$ cat src/hw/legacy_emul_defs.svh
// Purpose: Offsets, field positions, reset values and codes for the legacy keyboard emulation block
// Assumes: 12-bit operational register address, 16-bit host I/O port address
// Notes:   Definitions only
`ifndef LEGACY_EMUL_DEFS_SVH
`define LEGACY_EMUL_DEFS_SVH

// ----------------------------------------
// Register offsets
// ----------------------------------------
`define LE_OFS_CONTROL     12'h100
`define LE_OFS_INPUT       12'h104
`define LE_OFS_OUTPUT      12'h108
`define LE_OFS_STATUS      12'h10C

// ----------------------------------------
// Control field positions
// ----------------------------------------
`define LE_CTL_EMUL_ACTIVE 0
`define LE_CTL_EMUL_IRQ    1
`define LE_CTL_CHAR_WAIT   2
`define LE_CTL_IRQ_DRIVE   3
`define LE_CTL_EXT_ROUTE   4
`define LE_CTL_A20_SEQ     5
`define LE_CTL_KBD_EDGE    6
`define LE_CTL_AUX_EDGE    7
`define LE_CTL_A20_LEVEL   8

// ----------------------------------------
// Status field positions
// ----------------------------------------
`define LE_STS_OUT_READY   0
`define LE_STS_IN_READY    1
`define LE_STS_CMD         3
`define LE_STS_OUT_AUX     5

// ----------------------------------------
// Reset values and codes
// ----------------------------------------
`define LE_RST_BYTE        8'h00
`define LE_RST_WORD        32'h0000_0000
`define LE_PORT_DATA       16'h0060
`define LE_PORT_CMD        16'h0064
`define LE_CMD_A20_START   8'hD1
`define LE_CMD_A20_END     8'hFF
`define LE_A20_DATA_BIT    1

`endif

$ cat src/hw/legacy_emul_pkg.sv
// Purpose: Types shared by the legacy keyboard emulation block
// Assumes: Constants live in legacy_emul_defs.svh
// Notes:   Request structs carry one-cycle requests
package legacy_emul_pkg;

    // ----------------------------------------
    // Request carriers
    // ----------------------------------------
    typedef struct packed {
        logic        valid;
        logic        write;
        logic [11:0] addr;
        logic [31:0] wdata;
    } mem_req_type;

    typedef struct packed {
        logic        valid;
        logic        write;
        logic [15:0] port;
        logic [7:0]  wdata;
    } io_req_type;

    // ----------------------------------------
    // Block state
    // ----------------------------------------
    typedef struct packed {
        logic        emul_active;
        logic        char_wait_notify;
        logic        legacy_irq_drive_en;
        logic        ext_kbc_irq_route_en;
        logic        a20_cmd_in_progress;
        logic        kbd_irq_edge_seen;
        logic        aux_irq_edge_seen;
        logic        gate_a20_level;
        logic [7:0]  captured_host_byte;
        logic [7:0]  byte_for_host;
        logic [7:0]  status;
        logic [31:0] mem_rdata;
        logic        mem_ack;
        logic [7:0]  io_rdata;
        logic        io_claim;
        logic        irq1;
        logic        irq12;
        logic        emul_irq;
    } emul_state_type;

endpackage

$ cat src/hw/irq_edge_sync.sv
// Purpose: Synchronise external interrupt pins and report their rising edges
// Assumes: Pins are asynchronous to i_clk
// Notes:   Three flops; a level counts once stages two and three agree
`timescale 1ns/1ps
module irq_edge_sync #(
    parameter int WIDTH = 2
) (
    input  wire logic             i_clk,
    input  wire logic             i_rstn,
    input  wire logic [WIDTH-1:0] i_pin,
    output logic      [WIDTH-1:0] o_rise
);
    typedef struct packed {
        logic [WIDTH-1:0] s1;
        logic [WIDTH-1:0] s2;
        logic [WIDTH-1:0] s3;
        logic [WIDTH-1:0] level;
        logic [WIDTH-1:0] rise;
    } sync_state_type;

    sync_state_type st_r;
    sync_state_type st_nxt;

    if (WIDTH < 1) begin : g_bad_width
        $error("irq_edge_sync needs WIDTH of at least one");
    end

    // ----------------------------------------
    // Filter and edge detect
    // ----------------------------------------
    always_comb begin
        st_nxt      = st_r;
        st_nxt.s1   = i_pin;
        st_nxt.s2   = st_r.s1;
        st_nxt.s3   = st_r.s2;
        // Stage one is never looked at, only stages two and three
        for (int i = 0; i < WIDTH; i++) begin
            st_nxt.rise[i] = 1'b0;
            if (st_r.s2[i] == st_r.s3[i]) begin
                st_nxt.level[i] = st_r.s3[i];
                st_nxt.rise[i]  = st_r.s3[i] & ~st_r.level[i];
            end
        end
    end

    always_ff @(posedge i_clk or negedge i_rstn) begin
        if (!i_rstn) begin
            st_r <= '0;
        end else begin
            st_r <= st_nxt;
        end
    end

    assign o_rise = st_r.rise;

endmodule

$ cat src/hw/legacy_emul.sv
// Purpose: Legacy keyboard controller emulation inside the USB host controller
// Assumes: One clock; memory and I/O requests each last one cycle and are answered next cycle
// Notes:   Host I/O ports are trapped only while emulation is active
//
// Overview of operation
// - Enabled emulation claims ports, raises interrupts
// - Host port writes land in input byte
// - Memory access stores or returns values; edge bits clear on writing one
// - Gate A20 level checked against data byte
// - IRQ12 rising edge sets sticky bit, W1C
// - IRQ1 rising edge sets sticky bit, W1C
// - D1h sets A20 sequence, FFh clears
// - Routing bit turns keyboard IRQs into emulation
// - Output full drives IRQ1 or IRQ12
// - Character wait interrupts when output empties
// - Interrupt status bit is combinational decode only
// - Port 60h read returns byte, empties output
// - Output byte register feeds port 60h reads
// - Port 64h read returns status register
// - Reserved upper bits read as zero
// - Memory path works beside trapped port path
// - Command bit: 60h write clears, 64h sets
// - Port writes set input full, except A20
// - Port 60h read clears output full
`timescale 1ns/1ps
`include "legacy_emul_defs.svh"
module legacy_emul #(
    parameter int ADDR_W = 12
) (
    input  wire logic                        i_clk,
    input  wire logic                        i_rstn,
    input  wire legacy_emul_pkg::mem_req_type i_mem,
    output logic [31:0]                      o_mem_rdata,
    output logic                             o_mem_ack,
    input  wire legacy_emul_pkg::io_req_type  i_io,
    output logic [7:0]                       o_io_rdata,
    output logic                             o_io_claim,
    input  wire logic                        i_kbc_irq1,
    input  wire logic                        i_kbc_irq12,
    output logic                             o_irq1,
    output logic                             o_irq12,
    output logic                             o_emul_irq
);
    import legacy_emul_pkg::*;

    emul_state_type s_r;
    emul_state_type s_nxt;
    logic [1:0]     kbc_rise;
    logic           cond_now;

    if (ADDR_W != 12) begin : g_bad_addr
        $error("legacy_emul decodes a 12-bit register address only");
    end

    // ----------------------------------------
    // Pin synchroniser
    // ----------------------------------------
    irq_edge_sync #(
        .WIDTH (2)
    ) u_kbc_sync (
        .i_clk  (i_clk),
        .i_rstn (i_rstn),
        .i_pin  ({i_kbc_irq12, i_kbc_irq1}),
        .o_rise (kbc_rise)
    );

    // ----------------------------------------
    // Decode helpers
    // ----------------------------------------
    function automatic logic emul_cond(input emul_state_type s);
        logic c;
        c = 1'b0;
        if (s.emul_active && s.status[`LE_STS_IN_READY]) begin
            c = 1'b1;
        end
        if (s.char_wait_notify && !s.status[`LE_STS_OUT_READY]) begin
            c = 1'b1;
        end
        if (s.ext_kbc_irq_route_en && (s.kbd_irq_edge_seen || s.aux_irq_edge_seen)) begin
            c = 1'b1;
        end
        return c;
    endfunction

    function automatic logic [31:0] ctl_word(input emul_state_type s, input logic cond);
        logic [31:0] w;
        w                       = `LE_RST_WORD;
        w[`LE_CTL_EMUL_ACTIVE]  = s.emul_active;
        w[`LE_CTL_EMUL_IRQ]     = cond;
        w[`LE_CTL_CHAR_WAIT]    = s.char_wait_notify;
        w[`LE_CTL_IRQ_DRIVE]    = s.legacy_irq_drive_en;
        w[`LE_CTL_EXT_ROUTE]    = s.ext_kbc_irq_route_en;
        w[`LE_CTL_A20_SEQ]      = s.a20_cmd_in_progress;
        w[`LE_CTL_KBD_EDGE]     = s.kbd_irq_edge_seen;
        w[`LE_CTL_AUX_EDGE]     = s.aux_irq_edge_seen;
        w[`LE_CTL_A20_LEVEL]    = s.gate_a20_level;
        return w;
    endfunction

    function automatic logic is_port(input logic [15:0] p, input logic [15:0] want);
        return p == want;
    endfunction

    assign cond_now = emul_cond(s_r);

    // ----------------------------------------
    // Next state
    // ----------------------------------------
    always_comb begin
        logic io_hit;
        logic io_data;
        logic a20_quiet;
        io_hit      = 1'b0;
        io_data     = 1'b0;
        a20_quiet   = 1'b0;
        s_nxt          = s_r;
        s_nxt.mem_ack  = 1'b0;
        s_nxt.io_claim = 1'b0;

        // Memory path: store and return; control edge bits clear when written with one
        // direct register access
        if (i_mem.valid) begin
            s_nxt.mem_ack   = 1'b1;
            s_nxt.mem_rdata = `LE_RST_WORD;
            if (!i_mem.write) begin
                unique case (i_mem.addr)
                    `LE_OFS_CONTROL: s_nxt.mem_rdata = ctl_word(s_r, cond_now);
                    `LE_OFS_INPUT:   s_nxt.mem_rdata = {24'h00_0000, s_r.captured_host_byte};
                    `LE_OFS_OUTPUT:  s_nxt.mem_rdata = {24'h00_0000, s_r.byte_for_host};
                    `LE_OFS_STATUS:  s_nxt.mem_rdata = {24'h00_0000, s_r.status};
                    default:         s_nxt.mem_rdata = `LE_RST_WORD;
                endcase
            end else begin
                unique case (i_mem.addr)
                    `LE_OFS_CONTROL: begin
                        s_nxt.emul_active          = i_mem.wdata[`LE_CTL_EMUL_ACTIVE];
                        s_nxt.char_wait_notify     = i_mem.wdata[`LE_CTL_CHAR_WAIT];
                        s_nxt.legacy_irq_drive_en  = i_mem.wdata[`LE_CTL_IRQ_DRIVE];
                        s_nxt.ext_kbc_irq_route_en = i_mem.wdata[`LE_CTL_EXT_ROUTE];
                        s_nxt.a20_cmd_in_progress  = i_mem.wdata[`LE_CTL_A20_SEQ];
                        s_nxt.gate_a20_level       = i_mem.wdata[`LE_CTL_A20_LEVEL];
                        if (i_mem.wdata[`LE_CTL_KBD_EDGE]) begin
                            s_nxt.kbd_irq_edge_seen = 1'b0;
                        end
                        if (i_mem.wdata[`LE_CTL_AUX_EDGE]) begin
                            s_nxt.aux_irq_edge_seen = 1'b0;
                        end
                    end
                    `LE_OFS_INPUT:   s_nxt.captured_host_byte = i_mem.wdata[7:0];
                    `LE_OFS_OUTPUT:  s_nxt.byte_for_host      = i_mem.wdata[7:0];
                    `LE_OFS_STATUS:  s_nxt.status             = i_mem.wdata[7:0];
                    default: begin
                    end
                endcase
            end
        end

        // Edges are applied after the clear so a same-cycle event wins
        // IRQ1 and IRQ12 edges set
        if (kbc_rise[0]) begin
            s_nxt.kbd_irq_edge_seen = 1'b1;
        end
        if (kbc_rise[1]) begin
            s_nxt.aux_irq_edge_seen = 1'b1;
        end

        // Trapped host port path; applied last so hardware updates beat a racing store
        io_data = is_port(i_io.port, `LE_PORT_DATA);
        io_hit  = i_io.valid && s_r.emul_active && (io_data || is_port(i_io.port, `LE_PORT_CMD));
        if (io_hit) begin
            s_nxt.io_claim = 1'b1;
            if (i_io.write) begin
                s_nxt.captured_host_byte = i_io.wdata;
                s_nxt.status[`LE_STS_CMD] = !io_data;
                if (io_data) begin
                    if (s_r.a20_cmd_in_progress
                        && (i_io.wdata[`LE_A20_DATA_BIT] == s_r.gate_a20_level)) begin
                        a20_quiet = 1'b1;
                    end
                end else begin
                    if (i_io.wdata == `LE_CMD_A20_START) begin
                        s_nxt.a20_cmd_in_progress = 1'b1;
                        a20_quiet                 = 1'b1;
                    end else if (i_io.wdata == `LE_CMD_A20_END) begin
                        s_nxt.a20_cmd_in_progress = 1'b0;
                        a20_quiet                 = s_r.a20_cmd_in_progress;
                    end
                end
                if (!a20_quiet) begin
                    s_nxt.status[`LE_STS_IN_READY] = 1'b1;
                end
            end else if (io_data) begin
                s_nxt.io_rdata = s_r.byte_for_host;
                s_nxt.status[`LE_STS_OUT_READY] = 1'b0;
            end else begin
                s_nxt.io_rdata = s_r.status;
            end
        end

        // Outputs follow the state they will sit beside
        // IRQ1 or IRQ12 drive
        s_nxt.irq1     = s_nxt.emul_active && s_nxt.legacy_irq_drive_en
                         && s_nxt.status[`LE_STS_OUT_READY] && !s_nxt.status[`LE_STS_OUT_AUX];
        s_nxt.irq12    = s_nxt.emul_active && s_nxt.legacy_irq_drive_en
                         && s_nxt.status[`LE_STS_OUT_READY] && s_nxt.status[`LE_STS_OUT_AUX];
        s_nxt.emul_irq = emul_cond(s_nxt);
    end

    // ----------------------------------------
    // State register
    // ----------------------------------------
    always_ff @(posedge i_clk or negedge i_rstn) begin
        if (!i_rstn) begin
            s_r <= '0;
        end else begin
            s_r <= s_nxt;
        end
    end

    assign o_mem_rdata = s_r.mem_rdata;
    assign o_mem_ack   = s_r.mem_ack;
    assign o_io_rdata  = s_r.io_rdata;
    assign o_io_claim  = s_r.io_claim;
    assign o_irq1      = s_r.irq1;
    assign o_irq12     = s_r.irq12;
    assign o_emul_irq  = s_r.emul_irq;

endmodule

$ cat config.mk
export PLATFORM = sky130hd
export DESIGN_NAME = legacy_emul
export DESIGN_NICKNAME = d
export VERILOG_FILES = /design/src/hw/legacy_emul_pkg.sv /design/src/hw/irq_edge_sync.sv /design/src/hw/legacy_emul.sv
export VERILOG_INCLUDE_DIRS = /design/src /design/src/hw
export SDC_FILE = /design/constraint.sdc
export NUM_CORES = 1
export LEC_CHECK = 0
export BUFFER_PORTS_ARGS = -buffer_cell sky130_fd_sc_hd__buf_2
export CAP_MARGIN = 15
export CORE_MARGIN = 1
export CORE_UTILIZATION = 40
export CTS_CLUSTER_DIAMETER = 150
export DETAILED_ROUTE_END_ITERATION = 8
export MAX_ROUTING_LAYER = met4
export PLACE_DENSITY = 0.69
export SYNTH_ARGS = -nofsm -noshare
export SYNTH_HDL_FRONTEND = slang
export SYNTH_SLANG_ARGS = --single-unit
$ cat constraint.sdc
create_clock -name i_clk -period 1.5 [get_ports i_clk]
set_clock_uncertainty 0.05 [all_clocks]
set_input_delay 0.15 -clock i_clk [delete_from_list [all_inputs] [get_ports i_clk]]
set_output_delay 0.15 -clock i_clk [all_outputs]
set_load 0.005 [all_outputs]
==> metrics.md <==
| Metric | Value |
|---|---|
| Status | finished, violations left |
| Violated checks | negative setup slack |
| FF-to-FF path depth | 5 |
| Xor and xnor fraction of the mapped netlist area | 0.00261 |
| CTS H-Tree Depth | 3 |
| Synth Area in Simple Gates | 0.148 |
| Compound-Gate Fraction of Synth Area | 0.0843 |
| Seq/Total Area, Yosys | 0.478 |
| Yosys top cell area share | 0.478 |
| Req. time, crit path | roughly 1.7 ns |
| DP Worst Slack | -0.349 ns |
| Number of I/O pins | approximately 120 |
| Max Cap Viol | 0 |
| Synthesis Warnings | 0 |
| Placed cell count | 463 |
| First-pass GRT wire length | 12000 um |
| R2R Setup Slk | -0.007 ns |
| Post-route ant nets | 0 |
| CTS Root Buffer Type | clkbuf_8 |
| Vias | 2441 |
| Clock transition at path regs | 0.08 ns |
| Finished Layout Cells | ~490 |
| Peak supply drop | 0.000587 V |
| HPWL after DPL | about 5600 um |
| Crit-path cells | buf_6 > nand2_2 > nand3_2 > mux4_2 > a22o_1 |
| TritonCTS clock tree | built |
| Min Tclk post-route | 1.51 ns |
| Highest Clock Rate | 664 MHz |
| Total power | 3380 uW |
| Leak Pwr | approximately 0.0021 uW |
| Mux share of post-synthesis cell area | 0.171 |
| Final setup margin | -0.00657 ns |
| Syn avg cell area | 12.1 sq um |
| Global placement routability congestion | 0.879 |
| Final setup violation count | 2 |
| Hold depth | 2 |
| Setup crit end kind | register |
| Final Max Tran Viols | 0 |
| Initial antenna violation count | 0 |
| Register Area | 1600 sq um |
| Cells after Synth | 278 |
| CP arrival | 1.69 ns |
| Clock Path Buffers | 2 |
| First DRT Iteration DRCs | 116 |
| Clock Sinks | 64 |
| Port Buffers | 74 |
| Fin util | 0.522 |
| Wirelength, routed | between 7000 and 8000 um |
| RR Startpoint | s_r[76]$_DFF_PN0_ |
| Full die area | a little under 9000 sq um |
| Die X | 93.6 um |
| Number of diodes | 0 |
| Synth Cell Area | 3350 sq um |
| Type of origin of the critical path | register |
| WHS Endpoint | s_r[59]$_DFFE_PN0P_ |
| FFs w/ async S/R, synth | 1.00 |
| Grt total ovfl | 0 |
| Nets | 454 |
| Worst Setup Path Type | register to register |
| Multi-input logic area | 1590 sq um |
| Yosys top cell by area | dfrtp_1 |
| Hold WC Path Type | input pin to register |
| Pre-antenna DRT Iters | 4 |
| Total GRT Usage | 0.190 |
| Die H | 93.6 um |
| Core area | 8180 sq um |
| Final cycle utilization of the critical path | 1.00 |
| CTS buffer count | 9 |
| Largest stage delay, worst path | 0.46 ns |
| Fraction of layout cells with a size suffix above 1 | 0.483 |
| Largest net degree at the start of global routing | 65 |
| Power density over the cells | between 700 and 800 nW/um^2 |
| Number of flops mapped to enable cells by yosys | 0 |
| Synth top area cells | dfrtp_1 48%, buf_4 9.2%, mux2_2 5.7%, mux2i_1 5.7%, mux4_2 5.4% |
| Vias in the first global route | 2329 |
| Hold WS | 0.0221 ns |
| Main combinational cell family by area after synthesis | multiplexers |
| Fillers | ~720 |
| Post-route DRC violation count | 0 |
| Min-delay src | i_mem[6] |
| FP Rows | 33 |
| Synth Area in Adders | 0.00597 |
| P&R area growth vs syn | 27.2% |
| RR Endpoint | o_mem_rdata[1]$_DFFE_PN0P_ |
| Synth cell types | 49 |
| Slowest cell on crit path | dfrtp_2 |
| Max FO, Critical Path | 3 |
| Ys flop type | dfrtp_1 |
| Final Hold Vio Count | 0 |
| Clk_lat worst skew | 0.35 ns |
| Seq cells post-synth | 64 |
| Vias per inst | ~5.0 |
| Routed wire length per instance | 15.3 um |
| RSZ-0062 raised after global routing | true |
| Starting Density | 0.410 |
where the power goes:
group          switching [uW]  internal, uW
Clock                     697           645
Sequential               10.2          1740
Combinational             158           123
flip-flops by register name, indices dropped and copies added, names as in the netlist:
name / flops
o_mem_ack: 1
o_io_claim: 1
u_kbc_sync.st_r: 4
u_kbc_sync.o_rise: 2
o_irq12: 1
o_emul_irq: 1
o_io_rdata: 8
o_mem_rdata: 9
u_kbc_sync.st_nxt: 4
s_r: 32
o_irq1: 1
metal layers:
layer	wire length, um	global-route usage	vias up
met5	0	-	-
met4	155	0.0846	0
met3	376	0.0325	16
met2	3370	0.273	87
met1	3550	0.263	1176
li1	-	-	1162
worst max path at each step:
stage	slack (ns)	endpoint	start	cells past startpoint
after floorplan	-0.23	o_emul_irq$_DFF_PN0_	i_mem[38]	6
after global placement	-0.29	o_emul_irq$_DFF_PN0_	i_mem[38]	6
after detailed placement	-0.35	o_emul_irq$_DFF_PN0_	i_mem[33]	7
after CTS	-0.02	o_io_rdata[2]$_DFFE_PN0P_	s_r[76]$_DFF_PN0_	5
after global routing	-0.06	o_mem_rdata[1]$_DFFE_PN0P_	s_r[70]$_DFF_PN0_	4
final	-0.007	o_mem_rdata[1]$_DFFE_PN0P_	s_r[76]$_DFF_PN0_	5
worst max-delay path, delay by kind of cell, from the launching register on:
kind            cells  cell delay [ns]
compound gates      1             0.19
simple gates        2             0.11
mux                 1             0.45
buf+inv             1             0.14
flops               1             0.46
synth_stat cells, types with 2 or more instances:
master	instances
mux2_2	17
nor3b_1	3
nand4_2	2
o21ai_1	6
maj3_1	2
and4bb_2	3
or3_1	3
nor4_1	4
buf_2	5
mux2i_1	19
a22o_1	8
nand4_1	3
a21oi_1	10
and4_1	2
o211ai_1	2
mux4_2	8
o21a_1	2
clkinv_1	2
nand3_1	4
buf_4	41
o21ai_2	2
inv_1	4
nand2_1	16
o41ai_2	2
o21ai_0	2
nor4_4	2
nor2_1	18
dfrtp_1	64
nor3_1	2
through the flow:
stage	setup TNS, ns	cell area, sq um
3_5_place_dp	-7.24	3930
3_3_place_gp	-5.71	3930
5_1_grt	-0.222	4260
4_1_cts	-0.111	4220
2_1_floorplan	-2.28	3530
6_report	-0.00979	4260
logic make-up after synthesis:
family                     count (synthesis)
other                                      1
adders and majority gates                  2
buffers and inverters                     53
muxes                                     45
xor gates and xnor gates                   1
DFF                                       64
AOI/OAI and AO/OA                         39
and+or+nand+nor                           73
area by class of cell:
cell class                 count  share of cell area
clock inverter                 6              0.0106
tap                          105              0.0308
multi-input combinational    183               0.372
clock buffer                  10              0.0323
sequential                    64               0.376
timing repair buffer         114               0.173
inverter                       6             0.00528
cells in the final DEF, fill, tap and decap left out, types with 2 or more instances in the layout:
cell	count
mux2_4	9
nor2_1	18
clkinvlp_4	3
mux2_2	9
nor4_4	3
dlygate4sd3_1	5
buf_12	3
nand3_2	2
clkbuf_8	10
o41ai_2	2
o211ai_1	2
a21oi_1	10
and4bb_2	3
buf_6	3
or3_1	2
nor3b_1	2
conb_1	23
a22o_1	8
nand2_4	2
nor4_1	3
o21ai_1	6
nand2_1	8
mux2i_1	19
buf_2	74
nand3_1	3
dfrtp_1	63
nor4b_4	2
nand4_2	2
o21a_1	2
buf_4	28
nand2_2	6
inv_1	4
clkinv_4	2
o21ai_2	3
nand4_1	3
maj3_1	2
clkinv_1	2
mux4_2	8
timing repair:
item,CTS,global route
endpoints found under the hold margin,68,0
endpoints found under the setup margin,9,19
setup buffers,2,1
pin swaps,4,0
hold buffers,5,0
cloned,1,0
gates resized for setup,10,12
No activity file was read; power rests on OpenSTA's default activity.
